<file path="src/core/fpm_regs.vh">
// Register offsets, field positions, limits and timing for the front-panel menu controller
`ifndef FPM_REGS_VH
`define FPM_REGS_VH

// ============================================================
// APB register byte offsets
`define FPM_A_CTRL 8'h00
`define FPM_A_STATUS 8'h04
`define FPM_A_FREQ 8'h08
`define FPM_A_LVLGAIN 8'h0C
`define FPM_A_FLAGS 8'h10
`define FPM_A_VERSION 8'h14

// ============================================================
// Control register: fitted options
`define FPM_CTRL_OPT_E 0
`define FPM_CTRL_OPT_Q 1
`define FPM_CTRL_OPT_T 2
`define FPM_CTRL_OPT_V 3
`define FPM_CTRL_RST 4'h0

// ============================================================
// Setting flag positions (active and stored)
`define FPM_FLAG_MUTE 0
`define FPM_FLAG_REMOTE 1
`define FPM_FLAG_EXTREF 2
`define FPM_FLAG_REFOUT 3
`define FPM_FLAG_RMODE 4

// ============================================================
// Timing: clock rate and times in their own units
`define FPM_CLK_KHZ 25000
`define FPM_TIMEOUT_MS 12000
`define FPM_STAGE_MS 1000
`define FPM_DEBOUNCE_MS 10
`define FPM_FMUTE_MS 20

// ============================================================
// Setting limits in MHz, dBm and dB
`define FPM_FREQ_MIN 900
`define FPM_FREQ_MAX 1450
`define FPM_LEVEL_MIN (-40)
`define FPM_LEVEL_MAX (-10)
`define FPM_GAIN_MIN (-10)
`define FPM_GAIN_MAX 30
`define FPM_OUT_MIN (-20)
`define FPM_OUT_MAX 0

// ============================================================
// Defaults used when the non-volatile copy is blank
`define FPM_DEF_LEVEL 7'h6C
`define FPM_DEF_GAIN 10'h000
`define FPM_DEF_FLAGS 5'h01
`define FPM_DEF_ADDR 5'h00

`endif

</file>
<file path="src/core/fpm_ctrl.v">
// Front-panel menu controller: switches, menu walk, edit session, settings and APB slave
//
// Behaviour
// - 12 s idle in session reverts edits
// - Session starts and ends with menu/execute press
// - Power-up: segment test, version, status, run
// - Saved settings reloaded from non-volatile store
// - Horizontal rocker moves cursor one digit
// - Vertical rocker steps digit at cursor
// - Vertical rocker toggles on/off settings
// - Frequency applied only after save confirmed
// - Carrier muted while new frequency applied
// - Save yes commits, no reverts everything
// - Level and gain edits applied immediately
// - Level menu steps by 1 dB
// - Gain steps 1 or 10 dB by cursor
// - Gain limited to -10..+30 dB
// - Input level limited to -40..-10 dBm
// - Reject level plus gain outside -20..0 dBm
// - Alarm on PLL loss of lock lasting two clocks
// - Mute and remote LEDs follow selections
// - Fixed menu order, absent options skipped, save last
// - Press advances; press at return goes to save
// - Frequency 900..1450 MHz, optional finer resolution
//
// The APB interface to the registers and the register addresses are this design's own decisions.
`timescale 1ns/100ps
`include "fpm_regs.vh"

module fpm_ctrl #(
    parameter FREQ_SCALE = 1,
    parameter FDIG = 4,
    parameter GAIN_SCALE = 1,
    parameter GDIG = 2,
    parameter [15:0] VERSION = 16'h0100,
    parameter TIMEOUT_CYC = `FPM_TIMEOUT_MS * `FPM_CLK_KHZ,
    parameter STAGE_CYC = `FPM_STAGE_MS * `FPM_CLK_KHZ,
    parameter DEB_CYC = `FPM_DEBOUNCE_MS * `FPM_CLK_KHZ,
    parameter FMUTE_CYC = `FPM_FMUTE_MS * `FPM_CLK_KHZ
) (
    input wire pclk,
    input wire presetn,
    input wire [7:0] paddr,
    input wire psel,
    input wire penable,
    input wire pwrite,
    input wire [31:0] pwdata,
    output reg [31:0] prdata,
    output reg pready,
    output reg pslverr,
    input wire sw_menu_n,
    input wire sw_left_n,
    input wire sw_right_n,
    input wire sw_up_n,
    input wire sw_down_n,
    input wire pll_unlock,
    input wire nv_valid,
    input wire [20:0] nv_rd_freq,
    input wire [6:0] nv_rd_level,
    input wire [9:0] nv_rd_gain,
    input wire [4:0] nv_rd_flags,
    input wire [4:0] nv_rd_addr,
    output reg nv_wr_stb_q,
    output reg [20:0] nv_wr_freq_q,
    output reg [6:0] nv_wr_level_q,
    output reg [9:0] nv_wr_gain_q,
    output reg [4:0] nv_wr_flags_q,
    output reg [4:0] nv_wr_addr_q,
    output reg [2:0] disp_stage_q,
    output reg [3:0] menu_q,
    output reg [2:0] cursor_q,
    output reg save_yes_q,
    output reg [20:0] edit_freq_q,
    output reg [20:0] freq_q,
    output reg [6:0] level_q,
    output reg [9:0] gain_q,
    output reg [4:0] flags_q,
    output reg [4:0] addr_q,
    output reg carrier_mute_q,
    output reg led_alarm_q,
    output reg led_mute_q,
    output reg led_remote_q
);

    // ============================================================
    // Local codes
    localparam [2:0] ST_TEST = 3'h0;
    localparam [2:0] ST_VER = 3'h1;
    localparam [2:0] ST_SHOW = 3'h2;
    localparam [2:0] ST_NORM = 3'h3;
    localparam [2:0] ST_MENU = 3'h4;
    localparam [2:0] ST_SAVE = 3'h5;

    localparam [3:0] M_NORMAL = 4'h0;
    localparam [3:0] M_FREQ = 4'h1;
    localparam [3:0] M_LEVEL = 4'h2;
    localparam [3:0] M_GAIN = 4'h3;
    localparam [3:0] M_MUTE = 4'h4;
    localparam [3:0] M_REMOTE = 4'h5;
    localparam [3:0] M_EXTREF = 4'h6;
    localparam [3:0] M_REFOUT = 4'h7;
    localparam [3:0] M_RMODE = 4'h8;
    localparam [3:0] M_ADDR = 4'h9;
    localparam [3:0] M_TEMP = 4'hA;
    localparam [3:0] M_CURR = 4'hB;
    localparam [3:0] M_SAVE = 4'hC;

    localparam [2:0] FDIG_W = FDIG[2:0];
    localparam [2:0] GDIG_W = GDIG[2:0];
    localparam integer FMIN = `FPM_FREQ_MIN * FREQ_SCALE;
    localparam integer FMAX = `FPM_FREQ_MAX * FREQ_SCALE;
    localparam integer GMIN = `FPM_GAIN_MIN * GAIN_SCALE;
    localparam integer GMAX = `FPM_GAIN_MAX * GAIN_SCALE;
    localparam integer OMIN = `FPM_OUT_MIN * GAIN_SCALE;
    localparam integer OMAX = `FPM_OUT_MAX * GAIN_SCALE;
    localparam [31:0] FMUTE_HALF = FMUTE_CYC / 2;

    reg [3:0] opt_q;
    reg [2:0] st_q;
    reg [31:0] tm_q;
    reg [31:0] fm_cnt_q;
    reg [2:0] pll_sy_q;
    wire [4:0] sw_raw;
    wire [4:0] ev;

    // ============================================================
    // Menu helpers
    function fpm_avail;
        input [3:0] m;
        input [3:0] o;
        begin
            case (m)
                M_EXTREF, M_REFOUT: fpm_avail = o[`FPM_CTRL_OPT_E];
                M_RMODE, M_ADDR: fpm_avail = o[`FPM_CTRL_OPT_Q];
                M_TEMP: fpm_avail = o[`FPM_CTRL_OPT_T];
                M_CURR: fpm_avail = o[`FPM_CTRL_OPT_V];
                default: fpm_avail = 1'b1;
            endcase
        end
    endfunction

    function [3:0] fpm_next;
        input [3:0] m;
        input [3:0] o;
        reg [3:0] n;
        integer i;
        begin
            n = m + 4'h1;
            for (i = 0; i < 6; i = i + 1)
            begin
                if (!fpm_avail(n, o))
                    n = n + 4'h1;
            end
            fpm_next = n;
        end
    endfunction

    // Digit count of the edited value; the position above the top digit is the return mark
    function [2:0] fpm_ndig;
        input [3:0] m;
        begin
            case (m)
                M_FREQ: fpm_ndig = FDIG_W;
                M_GAIN: fpm_ndig = GDIG_W;
                default: fpm_ndig = 3'h1;
            endcase
        end
    endfunction

    function [31:0] fpm_pow10;
        input [2:0] c;
        begin
            case (c)
                3'h0: fpm_pow10 = 32'h0000_0001;
                3'h1: fpm_pow10 = 32'h0000_000A;
                3'h2: fpm_pow10 = 32'h0000_0064;
                3'h3: fpm_pow10 = 32'h0000_03E8;
                3'h4: fpm_pow10 = 32'h0000_2710;
                3'h5: fpm_pow10 = 32'h0001_86A0;
                3'h6: fpm_pow10 = 32'h000F_4240;
                default: fpm_pow10 = 32'h0000_0000;
            endcase
        end
    endfunction

    // ============================================================
    // Switch synchronisers and debouncers
    assign sw_raw = {~sw_down_n, ~sw_up_n, ~sw_right_n, ~sw_left_n, ~sw_menu_n};

    genvar gi;
    generate
        for (gi = 0; gi < 5; gi = gi + 1)
        begin : g_sw
            reg [2:0] sy_q;
            reg stab_q;
            reg ev_q;
            reg [31:0] cnt_q;
            assign ev[gi] = ev_q;
            always @(posedge pclk or negedge presetn)
            begin
                if (!presetn)
                begin
                    sy_q <= 3'h0;
                    stab_q <= 1'b0;
                    ev_q <= 1'b0;
                    cnt_q <= 32'h0;
                end
                else
                begin
                    sy_q <= {sy_q[1:0], sw_raw[gi]};
                    ev_q <= 1'b0;
                    // Level must hold steady for the whole window before it counts
                    if (sy_q[1] != sy_q[2] || sy_q[2] == stab_q)
                        cnt_q <= 32'h0;
                    else if (cnt_q == DEB_CYC - 1)
                    begin
                        cnt_q <= 32'h0;
                        stab_q <= sy_q[2];
                        ev_q <= sy_q[2];
                    end
                    else
                        cnt_q <= cnt_q + 32'h1;
                end
            end
        end
    endgenerate

    wire ev_menu = ev[0];
    wire ev_left = ev[1];
    wire ev_right = ev[2];
    wire ev_up = ev[3];
    wire ev_vert = ev[3] | ev[4];
    wire any_ev = |ev;

    // ============================================================
    // Session control signals
    wire [2:0] ndig_w = fpm_ndig(menu_q);
    wire sess_w = (st_q == ST_MENU) || (st_q == ST_SAVE);
    wire tmo_w = sess_w && !any_ev && (tm_q >= TIMEOUT_CYC - 1);
    wire start_w = (st_q == ST_NORM) && ev_menu;
    wire commit_w = (st_q == ST_SAVE) && ev_menu && save_yes_q;
    wire revert_w = tmo_w || ((st_q == ST_SAVE) && ev_menu && !save_yes_q);
    wire load_w = (st_q == ST_TEST) && (tm_q == STAGE_CYC - 1);
    wire edit_w = (st_q == ST_MENU) && ev_vert;
    wire fchg_w = commit_w && (edit_freq_q != freq_q);

    // ============================================================
    // Display sequence and menu walk
    always @(posedge pclk or negedge presetn)
    begin
        if (!presetn)
        begin
            st_q <= ST_TEST;
            tm_q <= 32'h0;
            menu_q <= M_NORMAL;
            cursor_q <= 3'h0;
            save_yes_q <= 1'b0;
            disp_stage_q <= ST_TEST;
        end
        else
        begin
            disp_stage_q <= st_q;
            case (st_q)
                ST_TEST, ST_VER, ST_SHOW:
                begin
                    if (tm_q == STAGE_CYC - 1)
                    begin
                        tm_q <= 32'h0;
                        st_q <= st_q + 3'h1;
                    end
                    else
                        tm_q <= tm_q + 32'h1;
                end
                ST_NORM:
                begin
                    tm_q <= 32'h0;
                    if (start_w)
                    begin
                        st_q <= ST_MENU;
                        menu_q <= M_FREQ;
                        cursor_q <= 3'h0;
                        save_yes_q <= 1'b0;
                    end
                end
                ST_MENU:
                begin
                    tm_q <= any_ev ? 32'h0 : tm_q + 32'h1;
                    if (tmo_w)
                    begin
                        st_q <= ST_NORM;
                        menu_q <= M_NORMAL;
                    end
                    else if (ev_menu)
                    begin
                        cursor_q <= 3'h0;
                        if (cursor_q == ndig_w || fpm_next(menu_q, opt_q) == M_SAVE)
                        begin
                            st_q <= ST_SAVE;
                            menu_q <= M_SAVE;
                        end
                        else
                            menu_q <= fpm_next(menu_q, opt_q);
                    end
                    else if (ev_left && cursor_q < ndig_w)
                        cursor_q <= cursor_q + 3'h1;
                    else if (ev_right && cursor_q != 3'h0)
                        cursor_q <= cursor_q - 3'h1;
                end
                ST_SAVE:
                begin
                    tm_q <= any_ev ? 32'h0 : tm_q + 32'h1;
                    if (tmo_w || ev_menu)
                    begin
                        st_q <= ST_NORM;
                        menu_q <= M_NORMAL;
                        cursor_q <= 3'h0;
                    end
                    else if (ev_vert)
                        save_yes_q <= ~save_yes_q;
                end
                default:
                begin
                    st_q <= ST_TEST;
                    tm_q <= 32'h0;
                end
            endcase
        end
    end

    // ============================================================
    // Candidate values for the digit under the cursor
    reg signed [31:0] dlt;
    reg signed [31:0] f_c;
    reg signed [31:0] l_c;
    reg signed [31:0] g_c;
    reg f_ok;
    reg l_ok;
    reg g_ok;
    wire signed [31:0] gs_w = $signed({{22{gain_q[9]}}, gain_q});
    wire signed [31:0] ls_w = $signed({{25{level_q[6]}}, level_q});

    always @*
    begin
        dlt = $signed(fpm_pow10(cursor_q));
        if (!ev_up)
            dlt = -dlt;
        f_c = $signed({11'h000, edit_freq_q}) + dlt;
        l_c = ls_w + (ev_up ? 32'sd1 : -32'sd1);
        g_c = gs_w + dlt;
        f_ok = (cursor_q < FDIG_W) && (f_c >= FMIN) && (f_c <= FMAX);
        l_ok = (l_c >= `FPM_LEVEL_MIN) && (l_c <= `FPM_LEVEL_MAX)
            && (l_c * GAIN_SCALE + gs_w >= OMIN)
            && (l_c * GAIN_SCALE + gs_w <= OMAX);
        g_ok = (cursor_q < GDIG_W) && (g_c >= GMIN) && (g_c <= GMAX)
            && (ls_w * GAIN_SCALE + g_c >= OMIN)
            && (ls_w * GAIN_SCALE + g_c <= OMAX);
    end

    // Blank store falls back to the bottom of the band
    wire [47:0] ld_w = nv_valid ? {nv_rd_freq, nv_rd_level, nv_rd_gain, nv_rd_flags, nv_rd_addr}
        : {FMIN[20:0], `FPM_DEF_LEVEL, `FPM_DEF_GAIN, `FPM_DEF_FLAGS, `FPM_DEF_ADDR};

    // ============================================================
    // Active, pending and stored settings
    always @(posedge pclk or negedge presetn)
    begin
        if (!presetn)
        begin
            nv_wr_stb_q <= 1'b0;
            nv_wr_freq_q <= 21'h0;
            nv_wr_level_q <= `FPM_DEF_LEVEL;
            nv_wr_gain_q <= `FPM_DEF_GAIN;
            nv_wr_flags_q <= `FPM_DEF_FLAGS;
            nv_wr_addr_q <= `FPM_DEF_ADDR;
            edit_freq_q <= 21'h0;
            freq_q <= 21'h0;
            level_q <= `FPM_DEF_LEVEL;
            gain_q <= `FPM_DEF_GAIN;
            flags_q <= `FPM_DEF_FLAGS;
            addr_q <= `FPM_DEF_ADDR;
            fm_cnt_q <= 32'h0;
            carrier_mute_q <= 1'b1;
            led_mute_q <= 1'b0;
            led_remote_q <= 1'b0;
        end
        else
        begin
            nv_wr_stb_q <= 1'b0;
            led_mute_q <= flags_q[`FPM_FLAG_MUTE];
            led_remote_q <= flags_q[`FPM_FLAG_REMOTE];
            // Carrier stays off for the whole retune window, not just the edge
            carrier_mute_q <= flags_q[`FPM_FLAG_MUTE] | (fm_cnt_q != 32'h0) | fchg_w;
            if (fm_cnt_q != 32'h0)
                fm_cnt_q <= fm_cnt_q - 32'h1;
            if (fm_cnt_q == FMUTE_HALF + 32'h1)
                freq_q <= nv_wr_freq_q;
            if (load_w)
            begin
                {nv_wr_freq_q, nv_wr_level_q, nv_wr_gain_q, nv_wr_flags_q, nv_wr_addr_q} <= ld_w;
                {edit_freq_q, level_q, gain_q, flags_q, addr_q} <= ld_w;
                fm_cnt_q <= FMUTE_CYC;
            end
            else if (commit_w)
            begin
                nv_wr_stb_q <= 1'b1;
                {nv_wr_freq_q, nv_wr_level_q, nv_wr_gain_q, nv_wr_flags_q, nv_wr_addr_q} <=
                    {edit_freq_q, level_q, gain_q, flags_q, addr_q};
                if (fchg_w)
                    fm_cnt_q <= FMUTE_CYC;
            end
            else if (revert_w)
            begin
                // Immediate edits are undone too, from the stored copy
                {edit_freq_q, level_q, gain_q, flags_q, addr_q} <=
                    {nv_wr_freq_q, nv_wr_level_q, nv_wr_gain_q, nv_wr_flags_q, nv_wr_addr_q};
            end
            else if (start_w)
                edit_freq_q <= nv_wr_freq_q;
            else if (edit_w)
            begin
                case (menu_q)
                    M_FREQ:
                        if (f_ok)
                            edit_freq_q <= f_c[20:0];
                    M_LEVEL:
                        if (l_ok)
                            level_q <= l_c[6:0];
                    M_GAIN:
                        if (g_ok)
                            gain_q <= g_c[9:0];
                    M_MUTE:
                        flags_q[`FPM_FLAG_MUTE] <= ~flags_q[`FPM_FLAG_MUTE];
                    M_REMOTE:
                        flags_q[`FPM_FLAG_REMOTE] <= ~flags_q[`FPM_FLAG_REMOTE];
                    M_EXTREF:
                        flags_q[`FPM_FLAG_EXTREF] <= ~flags_q[`FPM_FLAG_EXTREF];
                    M_REFOUT:
                        flags_q[`FPM_FLAG_REFOUT] <= ~flags_q[`FPM_FLAG_REFOUT];
                    M_RMODE:
                        flags_q[`FPM_FLAG_RMODE] <= ~flags_q[`FPM_FLAG_RMODE];
                    M_ADDR:
                        addr_q <= ev_up ? addr_q + 5'h01 : addr_q - 5'h01;
                    default:
                        addr_q <= addr_q;
                endcase
            end
        end
    end

    // ============================================================
    // Lock alarm
    always @(posedge pclk or negedge presetn)
    begin
        if (!presetn)
        begin
            pll_sy_q <= 3'h0;
            led_alarm_q <= 1'b0;
        end
        else
        begin
            pll_sy_q <= {pll_sy_q[1:0], pll_unlock};
            if (pll_sy_q[1] == pll_sy_q[2])
                led_alarm_q <= pll_sy_q[2];
        end
    end

    // ============================================================
    // APB slave: one access cycle, read data captured in the setup cycle
    reg [31:0] rd_w;
    reg hit_w;

    always @*
    begin
        hit_w = 1'b1;
        case (paddr)
            `FPM_A_CTRL: rd_w = {28'h0000000, opt_q};
            `FPM_A_STATUS: rd_w = {19'h00000, led_alarm_q, carrier_mute_q, save_yes_q,
                cursor_q, menu_q, st_q};
            `FPM_A_FREQ: rd_w = {11'h000, freq_q};
            `FPM_A_LVLGAIN: rd_w = {6'h00, gain_q, 9'h000, level_q};
            `FPM_A_FLAGS: rd_w = {22'h000000, addr_q, flags_q};
            `FPM_A_VERSION: rd_w = {16'h0000, VERSION};
            default:
            begin
                rd_w = 32'h0000_0000;
                hit_w = 1'b0;
            end
        endcase
    end

    always @(posedge pclk or negedge presetn)
    begin
        if (!presetn)
        begin
            prdata <= 32'h0000_0000;
            pready <= 1'b0;
            pslverr <= 1'b0;
            opt_q <= `FPM_CTRL_RST;
        end
        else
        begin
            pready <= psel & ~penable;
            pslverr <= psel & ~penable & ~hit_w;
            if (psel && !penable)
                prdata <= pwrite ? 32'h0000_0000 : rd_w;
            // Option mask steers which menus are walked
            if (psel && penable && pready && pwrite && paddr == `FPM_A_CTRL)
                opt_q <= pwdata[3:0];
        end
    end

endmodule

</file>
<file path="config.mk">
export PLATFORM = sky130hd
export DESIGN_NAME = fpm_ctrl
export DESIGN_NICKNAME = d
export VERILOG_FILES = /design/src/core/fpm_ctrl.v
export VERILOG_INCLUDE_DIRS = /design/src /design/src/core
export SDC_FILE = /design/constraint.sdc
export NUM_CORES = 1
export LEC_CHECK = 0
export ABC_AREA = 1
export BUFFER_PORTS_ARGS = -buffer_cell sky130_fd_sc_hd__buf_2
export CORE_MARGIN = 8
export CORE_UTILIZATION = 35
export DETAILED_ROUTE_END_ITERATION = 6
export HOLD_SLACK_MARGIN = 0.08
export PLACE_DENSITY = 0.52
export REMOVE_ABC_BUFFERS = 1
export SYNTH_ARGS = -nofsm -noshare
export SYNTH_HDL_FRONTEND = slang
export SYNTH_SLANG_ARGS = --single-unit
</file>
<file path="constraint.sdc">
create_clock -name pclk -period 21.2 [get_ports pclk]
set_clock_uncertainty 0.2 [all_clocks]
set_input_delay 1.06 -clock pclk [delete_from_list [all_inputs] [get_ports pclk]]
set_output_delay 1.06 -clock pclk [all_outputs]
set_load 0.1 [all_outputs]
</file>
==> results of run 1 <==
[synth_stat cells (all sizes together) (5+ instances only)]
library cell  instances
clkbuf               64
nand3               202
nand4                91
dfstp                11
o21ai               242
xnor2                76
or2                  16
a31oi                13
o211ai               29
a21oi               273
o21a                 12
nor3b                53
a21boi               13
a211oi               10
o31ai                13
dfrtp               409
and3                  9
a32o                  5
xor2                114
nor2                443
nand3b                9
a221oi                5
a21o                 13
o22ai                38
o221ai               29
nor4                 59
nor3                142
buf                  12
a22o                  8
inv                 566
ha                  166
nand2               744
o21bai               18
fa                   18
[cell type report]
type                            count  area, sq um  area share (%)
Tap cell                         1080         1351           4.007
Timing Repair Buffer              257         1371           4.067
Multi-Input combinational cell   2888        16410           48.67
Sequential cell                   420        10530           31.21
Clock buffer                       68         1471           4.363
Inverter                          569         2136           6.333
Clock inverter                     29        452.9           1.343
Antenna cell                        1        2.502        0.007421
[sequential cells by signal, summed over array words and instances (netlist names), 4 cells and up]
name,flops
addr_q,5
edit_freq_q,21
flags_q,5
fm_cnt_q,32
freq_q,21
g_sw.cnt_q,160
g_sw.stab_q,5
g_sw.sy_q,15
gain_q,10
level_q,7
menu_q,4
nv_wr_addr_q,5
nv_wr_flags_q,5
nv_wr_freq_q,21
nv_wr_gain_q,10
nv_wr_level_q,7
opt_q,4
prdata,26
tm_q,32
[through the flow]
stage                     power (mW)  setup WS, ps  util, %  instances
after floorplan               0.8425         12150        -       3877
after CTS                      1.884         11630    40.48       5311
final                          1.853         11650    40.49       5312
after global routing           1.920         10520    40.48       5311
after global placement        0.8777         11630    38.17       5214
after detailed placement      0.8778         11670    38.17       5214
[how the worst max path moves through the flow]
stage                   start  endpoint  slack, ps  cells past startpoint
detailed placement  menu_q[0]   st_q[2]      11670                     62
global placement    menu_q[0]   st_q[1]      11630                     62
global route        menu_q[0]   st_q[1]      10520                     62
floorplan           menu_q[0]   st_q[2]      12150                     62
CTS                 menu_q[0]   st_q[1]      11630                     62
finish              menu_q[0]   st_q[0]      11650                     62
[worst max-delay path: cells and delay by family, from the launching register on]
kind | cells | cell delay [ps]
xor+xnor | 2 | 650
simple gates | 44 | 5140
compound gates | 3 | 570
flops | 1 | 550
buf+inv | 7 | 880
fa+ha+maj | 6 | 1430
[layer usage]
| layer | wire, microns | part of all wire, % | global-route usage [%] | vias up |
|---|---|---|---|---|
| li1 | - | - | - | 13660 |
| met1 | 44890 | 46 | 27.59 | 12870 |
| met2 | 41710 | 43 | 30.82 | 685 |
| met3 | 7891 | 8.1 | 5.800 | 128 |
| met4 | 2355 | 2.4 | 5.293 | 2 |
| met5 | 13 | 0.013 | 0 | - |
[report_power, final]
group | internal [mW] | total (mW) | switching [mW]
clock network | 0.603 | 0.992 | 0.389
logic | 0.0104 | 0.0533 | 0.0429
registers | 0.806 | 0.808 | 0.00257
total | 1.42 | 1.85 | 0.434
[logic make-up (layout without fill, tap and decap cells)]
kind of cell | count (synthesis) | count (layout) | synth area share (%)
other | 1 | 7 | 0.01278
buffers and inverters | 645 | 923 | 8.360
and+or+nand+nor | 1775 | 1775 | 27.24
xor gates and xnor gates | 190 | 190 | 5.699
AOI/OAI and AO/OA | 732 | 732 | 14.47
adders and majority gates | 185 | 185 | 8.343
DFF | 420 | 420 | 35.88
==> metrics.yaml, run 1 <==
status:
  run_status: "finished, final reports clean"
grt:
  first_global_vias: 26300
  overflow: 0
  grt_max_degree: 160
  global_route_wire_length_before_repair_microns: 150700
  antenna_found_initial: 6
  global_route_usage_over_all_layers_pct: 20.08
placement:
  port-buffer-count: 232
  place_hpwl_microns: 73700
  gpl.final_weighted_congestion: 0.8846
  placed_area_sq_um: 31800
layout:
  commonest_non_fill_non_tap_cells_in_the_layout: "nand2_1 (710), inv_1 (556), nor2_1 (437), dfrtp_1 (408), a21oi_1 (271)"
  fin_area_sq_um: 33720
  mostFrequentLayoutCell: "nand2_1"
  drive_above_1_share_pct: 10.59
  areaGrowthSynthToFinish_pct: 14.96
  layout.nets: 4472
  filler_cell_count: 8784
floorplan:
  start_util_pct: 35.22
  io_pins: 267
  die_x_microns: 305.5
  area_of_the_core_sq_um: 83290
  site_rows: 106
  dieHeight_microns: 305.5
  floorplan.die_area_sq_um: 93330
sta:
  grt_setup_unrepaired: "no"
  worst_hold_slack_ps: 147.8
  clock.fmax_mhz: 104.7
  timing.final.max_slew_violations: 0
  report.final.hold_viol_count: 0
  final_min_period_over_clock_period_pct: 45.04
  fin_tns_setup_ps: 0
  relSlewSlack_pct: 27.66
  finalSetupViolations: 0
  worstMarginPinSlew_ps: 1082
  post_layout_min_period_ps: 9548
logic_synthesis:
  mappedNetlistArea_sq_um: 29330
  synth-seq-cells: 420
  syn_inst: 3948
  flip_flop_cell_with_the_highest_count_after_synthesis: "dfrtp_1"
  async_flop_share_pct: 100.0
  synth_top_area_cell: "dfrtp_1"
  synth_top_cells_by_area: "dfrtp_1 (35%), nand2_1 (9.1%), inv_1 (7.1%)"
  yosysWarningCount: 0
  register_area_share_after_synthesis_pct: 35.88
  yosys.cell_types.count: 63
  synth-edff-count: 0
  synth_area_per_cell_sq_um: 7.430
  yosys.area.top_type_share_pct: 34.89
clock_tree:
  clkTransAtPathRegs_ps: 60
  htreeDepth: 2
  worstSkewPairLatency_ps: 630
  cts-root-to-sink-buffers: 3
  post-cts-setup-buffers: 0
  clock-root-buffer: "clkbuf_16"
  cts_num_sinks: 420
  number_of_gates_resized_after_cts: 0
  cts_bufs_inserted: 52
  tritoncts: "built"
  hold_fix_buffers_cts: 0
critical_path:
  critical-path-slowest-cell: "dfrtp_1"
  critPathRequiredTime_ps: 21520
  critPathMostFrequentCell: "nand2_1"
  crit_fanout: 10
  crit-reg2reg-capture: "st_q[0]"
  worst_setup_path_start_kind: "flip-flop"
  reg2reg_setup_slack_ps: 11650
  cp_endpoint_kind: "flip-flop"
  timing.rr.start: "menu_q[0]"
  arrival_ps: 9870
  rr_worst_depth: 62
  critPathKind: "flip-flop to flip-flop"
  critical_path.max_stage_delay_ps: 550
power:
  power_density_nw_per_um2: 54.95
  leakage_component_of_the_power_nw: 15.34
  vdd_drop_max_v: 0.00005920
detailed_routing:
  ant_nets: 0
  detailedRoute.firstPassIterationCount: 7
  drt_drc_violations_left: 0
  postRouteWirelength_microns: 96860
  detailroute.via_count: 27350
  post_drt_wl_per_cell_microns: 18.23
  drtIter0Drc: 1935
  viasPerCell: 5.148
worst_hold_path:
  hold_path.class: "flip-flop to flip-flop"
  launch_instance_of_the_worst_min_delay_path: "g_sw[3].sy_q[0]"
  worst_hold_path.endpoint: "g_sw[3].sy_q[1]"
  min_delay_path_depth: 0
job:
  timing.max_cap.violations: 0
Note: power is estimated with default switching activity, not from simulation.
==> inputs of run 2 (changes only) <==
--- a/config.mk
+++ b/config.mk
@@ -12,7 +12,7 @@
 export CORE_UTILIZATION = 35
 export DETAILED_ROUTE_END_ITERATION = 6
 export HOLD_SLACK_MARGIN = 0.08
-export PLACE_DENSITY = 0.52
+export PLACE_DENSITY = 0.54
 export REMOVE_ABC_BUFFERS = 1
 export SYNTH_ARGS = -nofsm -noshare
 export SYNTH_HDL_FRONTEND = slang
==> constraint.sdc (replaced) <==
create_clock -name pclk -period 7.9 [get_ports pclk]
set_clock_uncertainty 0.2 [all_clocks]
set_input_delay 0.395 -clock pclk [delete_from_list [all_inputs] [get_ports pclk]]
set_output_delay 0.395 -clock pclk [all_outputs]
set_load 0.1 [all_outputs]
==> run 2 against run 1 <==
Final cell count up 3.3%. Via count up 2.8%. First-iteration DRC count up 5.9%. Critical path type unchanged. Sequential cell count unchanged. Largest cell class unchanged. The run now ends with negative setup slack left. Setup slack worse by 12000 ps. Critical path depth unchanged. Non-clock buffer count up 172. Total power rose to 2.6 times the previous value. Cell area up 6.1%. Sequential power rose to 2.7 times the previous value.
==> metrics.yaml, run 2 (synthesized netlist as in run 1, its figures left out) <==
layout:
  drive_above_1_share_pct: 14.54
  filler_cell_count: 8497
  multiInputGateArea_sq_um: 17050
  largest_reg_flops: 160
  final-seq-area_sq_um: 10530
  mostFrequentLayoutCell: "nand2_1"
  largest_register: "g_sw.cnt_q"
  layout.nets: 4644
  areaGrowthSynthToFinish_pct: 22.03
  reg_top3: "g_sw.cnt_q x160, fm_cnt_q x32, tm_q x32"
  commonest_non_fill_non_tap_cells_in_the_layout: "nand2_1 (686), inv_1 (542), nor2_1 (427), dfrtp_1 (405), a21oi_1 (267)"
power:
  p_clk_share_pct: 52.0
  leakage_component_of_the_power_nw: 16.15
  swShare_pct: 23.24
  vdd_drop_max_v: 0.0001823
  power.share.sequential_pct: 44.5
  p_int_mw: 3.738
  reported_net_switching_power_mw: 1.132
  comb_power_share_pct: 3.4
  power_density_nw_per_um2: 136.1
placement:
  place_hpwl_microns: 74850
  gpl.final_weighted_congestion: 0.9237
  place_worst_setup_slack_ps: -472.6
  port-buffer-count: 232
critical_path:
  critical-path-top-delay-family: "simple AND/OR/NAND/NOR gates"
  critPathKind: "flip-flop to flip-flop"
  critical-path-slowest-cell: "or4_1"
  critPathRequiredTime_ps: 8200
  cp_endpoint_kind: "flip-flop"
  critPathMostFrequentCell: "nand2_2"
  critical_path.n_buffers_inverters: 10
  arrival_ps: 8260
  crit_fanout: 5
  worst_setup_path_start_kind: "flip-flop"
  critical_path.max_stage_delay_ps: 510
job:
  timing.max_cap.violations: 0
grt:
  global_route_usage_over_all_layers_pct: 20.55
  global_route_wire_length_before_repair_microns: 154100
  first_global_vias: 26960
  overflow: 0
  grt_max_degree: 140
  antenna_found_initial: 9
sta:
  grt_setup_unrepaired: "yes"
  relSlewSlack_pct: 34.86
  final_critical_path_setup_slack_ps: -57.25
  report.final.hold_viol_count: 0
  finalSetupViolations: 3
  fin_tns_setup_ps: -133.0
  clock.fmax_mhz: 125.7
  worstMarginPinSlew_ps: 974.8
  post_layout_min_period_ps: 7957
  timing.final.max_slew_violations: 0
  final_min_period_over_clock_period_pct: 100.7
worst_hold_path:
  hold_path.class: "primary input to asynchronous set/reset pin"
detailed_routing:
  detailedRoute.firstPassIterationCount: 7
  post_drt_wl_per_cell_microns: 18.14
  drtIter0Drc: 2049
  detailroute.via_count: 28120
  viasPerCell: 5.125
  drt_drc_violations_left: 0
  postRouteWirelength_microns: 99550
  ant_nets: 0
clock_tree:
  clkTransAtPathRegs_ps: 60
  clock-root-buffer: "clkbuf_16"
  cts_num_sinks: 420
  cts_bufs_inserted: 52
  cts-root-to-sink-buffers: 3
  tritoncts: "built"
  htreeDepth: 2
  worstSkewPairLatency_ps: 640
floorplan:
  floorplan.die_area_sq_um: 93330
  io_pins: 267
  dieHeight_microns: 305.5
  site_rows: 106
  start_util_pct: 35.22
  die_x_microns: 305.5
  area_of_the_core_sq_um: 83290
status:
  run_status: "finished with violations"
  violations: "negative setup slack"
[run 2: stage by stage]
step                cells  power [mW]  cell area, sq um  hold WS [ps]  utilization (%)
floorplan            3877       2.261             29040        -100.6                -
global placement     5297       2.354             32420         133.7            38.92
detailed placement   5297       2.355             32420         134.7            38.92
CTS                  5468       4.968             35060         81.59            42.10
global route         5484       5.058             35790         136.8            42.97
finish               5487       4.871             35800         111.9            42.98
[run 2: area by class of cell]
class / instances / area share [%]
repair buffers: 429 / 8.004
diodes: 4 / 0.02796
flip-flops and latches: 420 / 29.41
well taps: 1080 / 3.775
clock inverters: 23 / 1.021
clock buffers: 74 / 4.090
multi-input cells: 2888 / 47.64
inverters: 569 / 6.026
[run 2: power groups by stage]
| stage | logic (mW) | registers, mW | clock network [mW] |
|---|---|---|---|
| 6_report | 0.167 | 2.17 | 2.53 |
| 4_1_cts | 0.172 | 2.17 | 2.63 |
| 2_1_floorplan | 0.0463 | 2.21 | 0 |
| 3_5_place_dp | 0.147 | 2.21 | 0 |
| 3_3_place_gp | 0.147 | 2.21 | 0 |
| 5_1_grt | 0.187 | 2.17 | 2.70 |
[run 2: layer usage]
metal | vias up | share of wire, % | track usage [%]
li1 | 14030 | - | -
met1 | 13190 | 46 | 28.11
met2 | 752 | 43 | 31.78
met3 | 146 | 8.2 | 5.703
met4 | 4 | 2.7 | 5.623
met5 | - | 0.027 | 0
[run 2: final timing paths]
kind | end | slack [ps] | startpoint | depth (start not counted)
hold reg to reg | g_sw[0].sy_q[1] | 150 | g_sw[0].sy_q[0] | 0
setup reg to reg | st_q[0] | -60 | menu_q[0] | 62
setup / recovery | st_q[0] | -60 | menu_q[0] | 62
hold / removal | g_sw[3].cnt_q[22] | 110 | presetn | 2
min in group pclk | g_sw[0].sy_q[1] | 150 | g_sw[0].sy_q[0] | 0
max in group asynchronous | menu_q[1] | 5450 | presetn | 4
[run 2: what timing repair did]
action / 4_1_cts / 5_1_grt
hold endpoints to repair: 163 / 0
pin swaps: 20 / 63
gates cloned: 0 / 0
buffers inserted: 8 / 15
setup endpoints to repair: 7 / 18
resized for setup: 32 / 131
hold buffers: 66 / 0
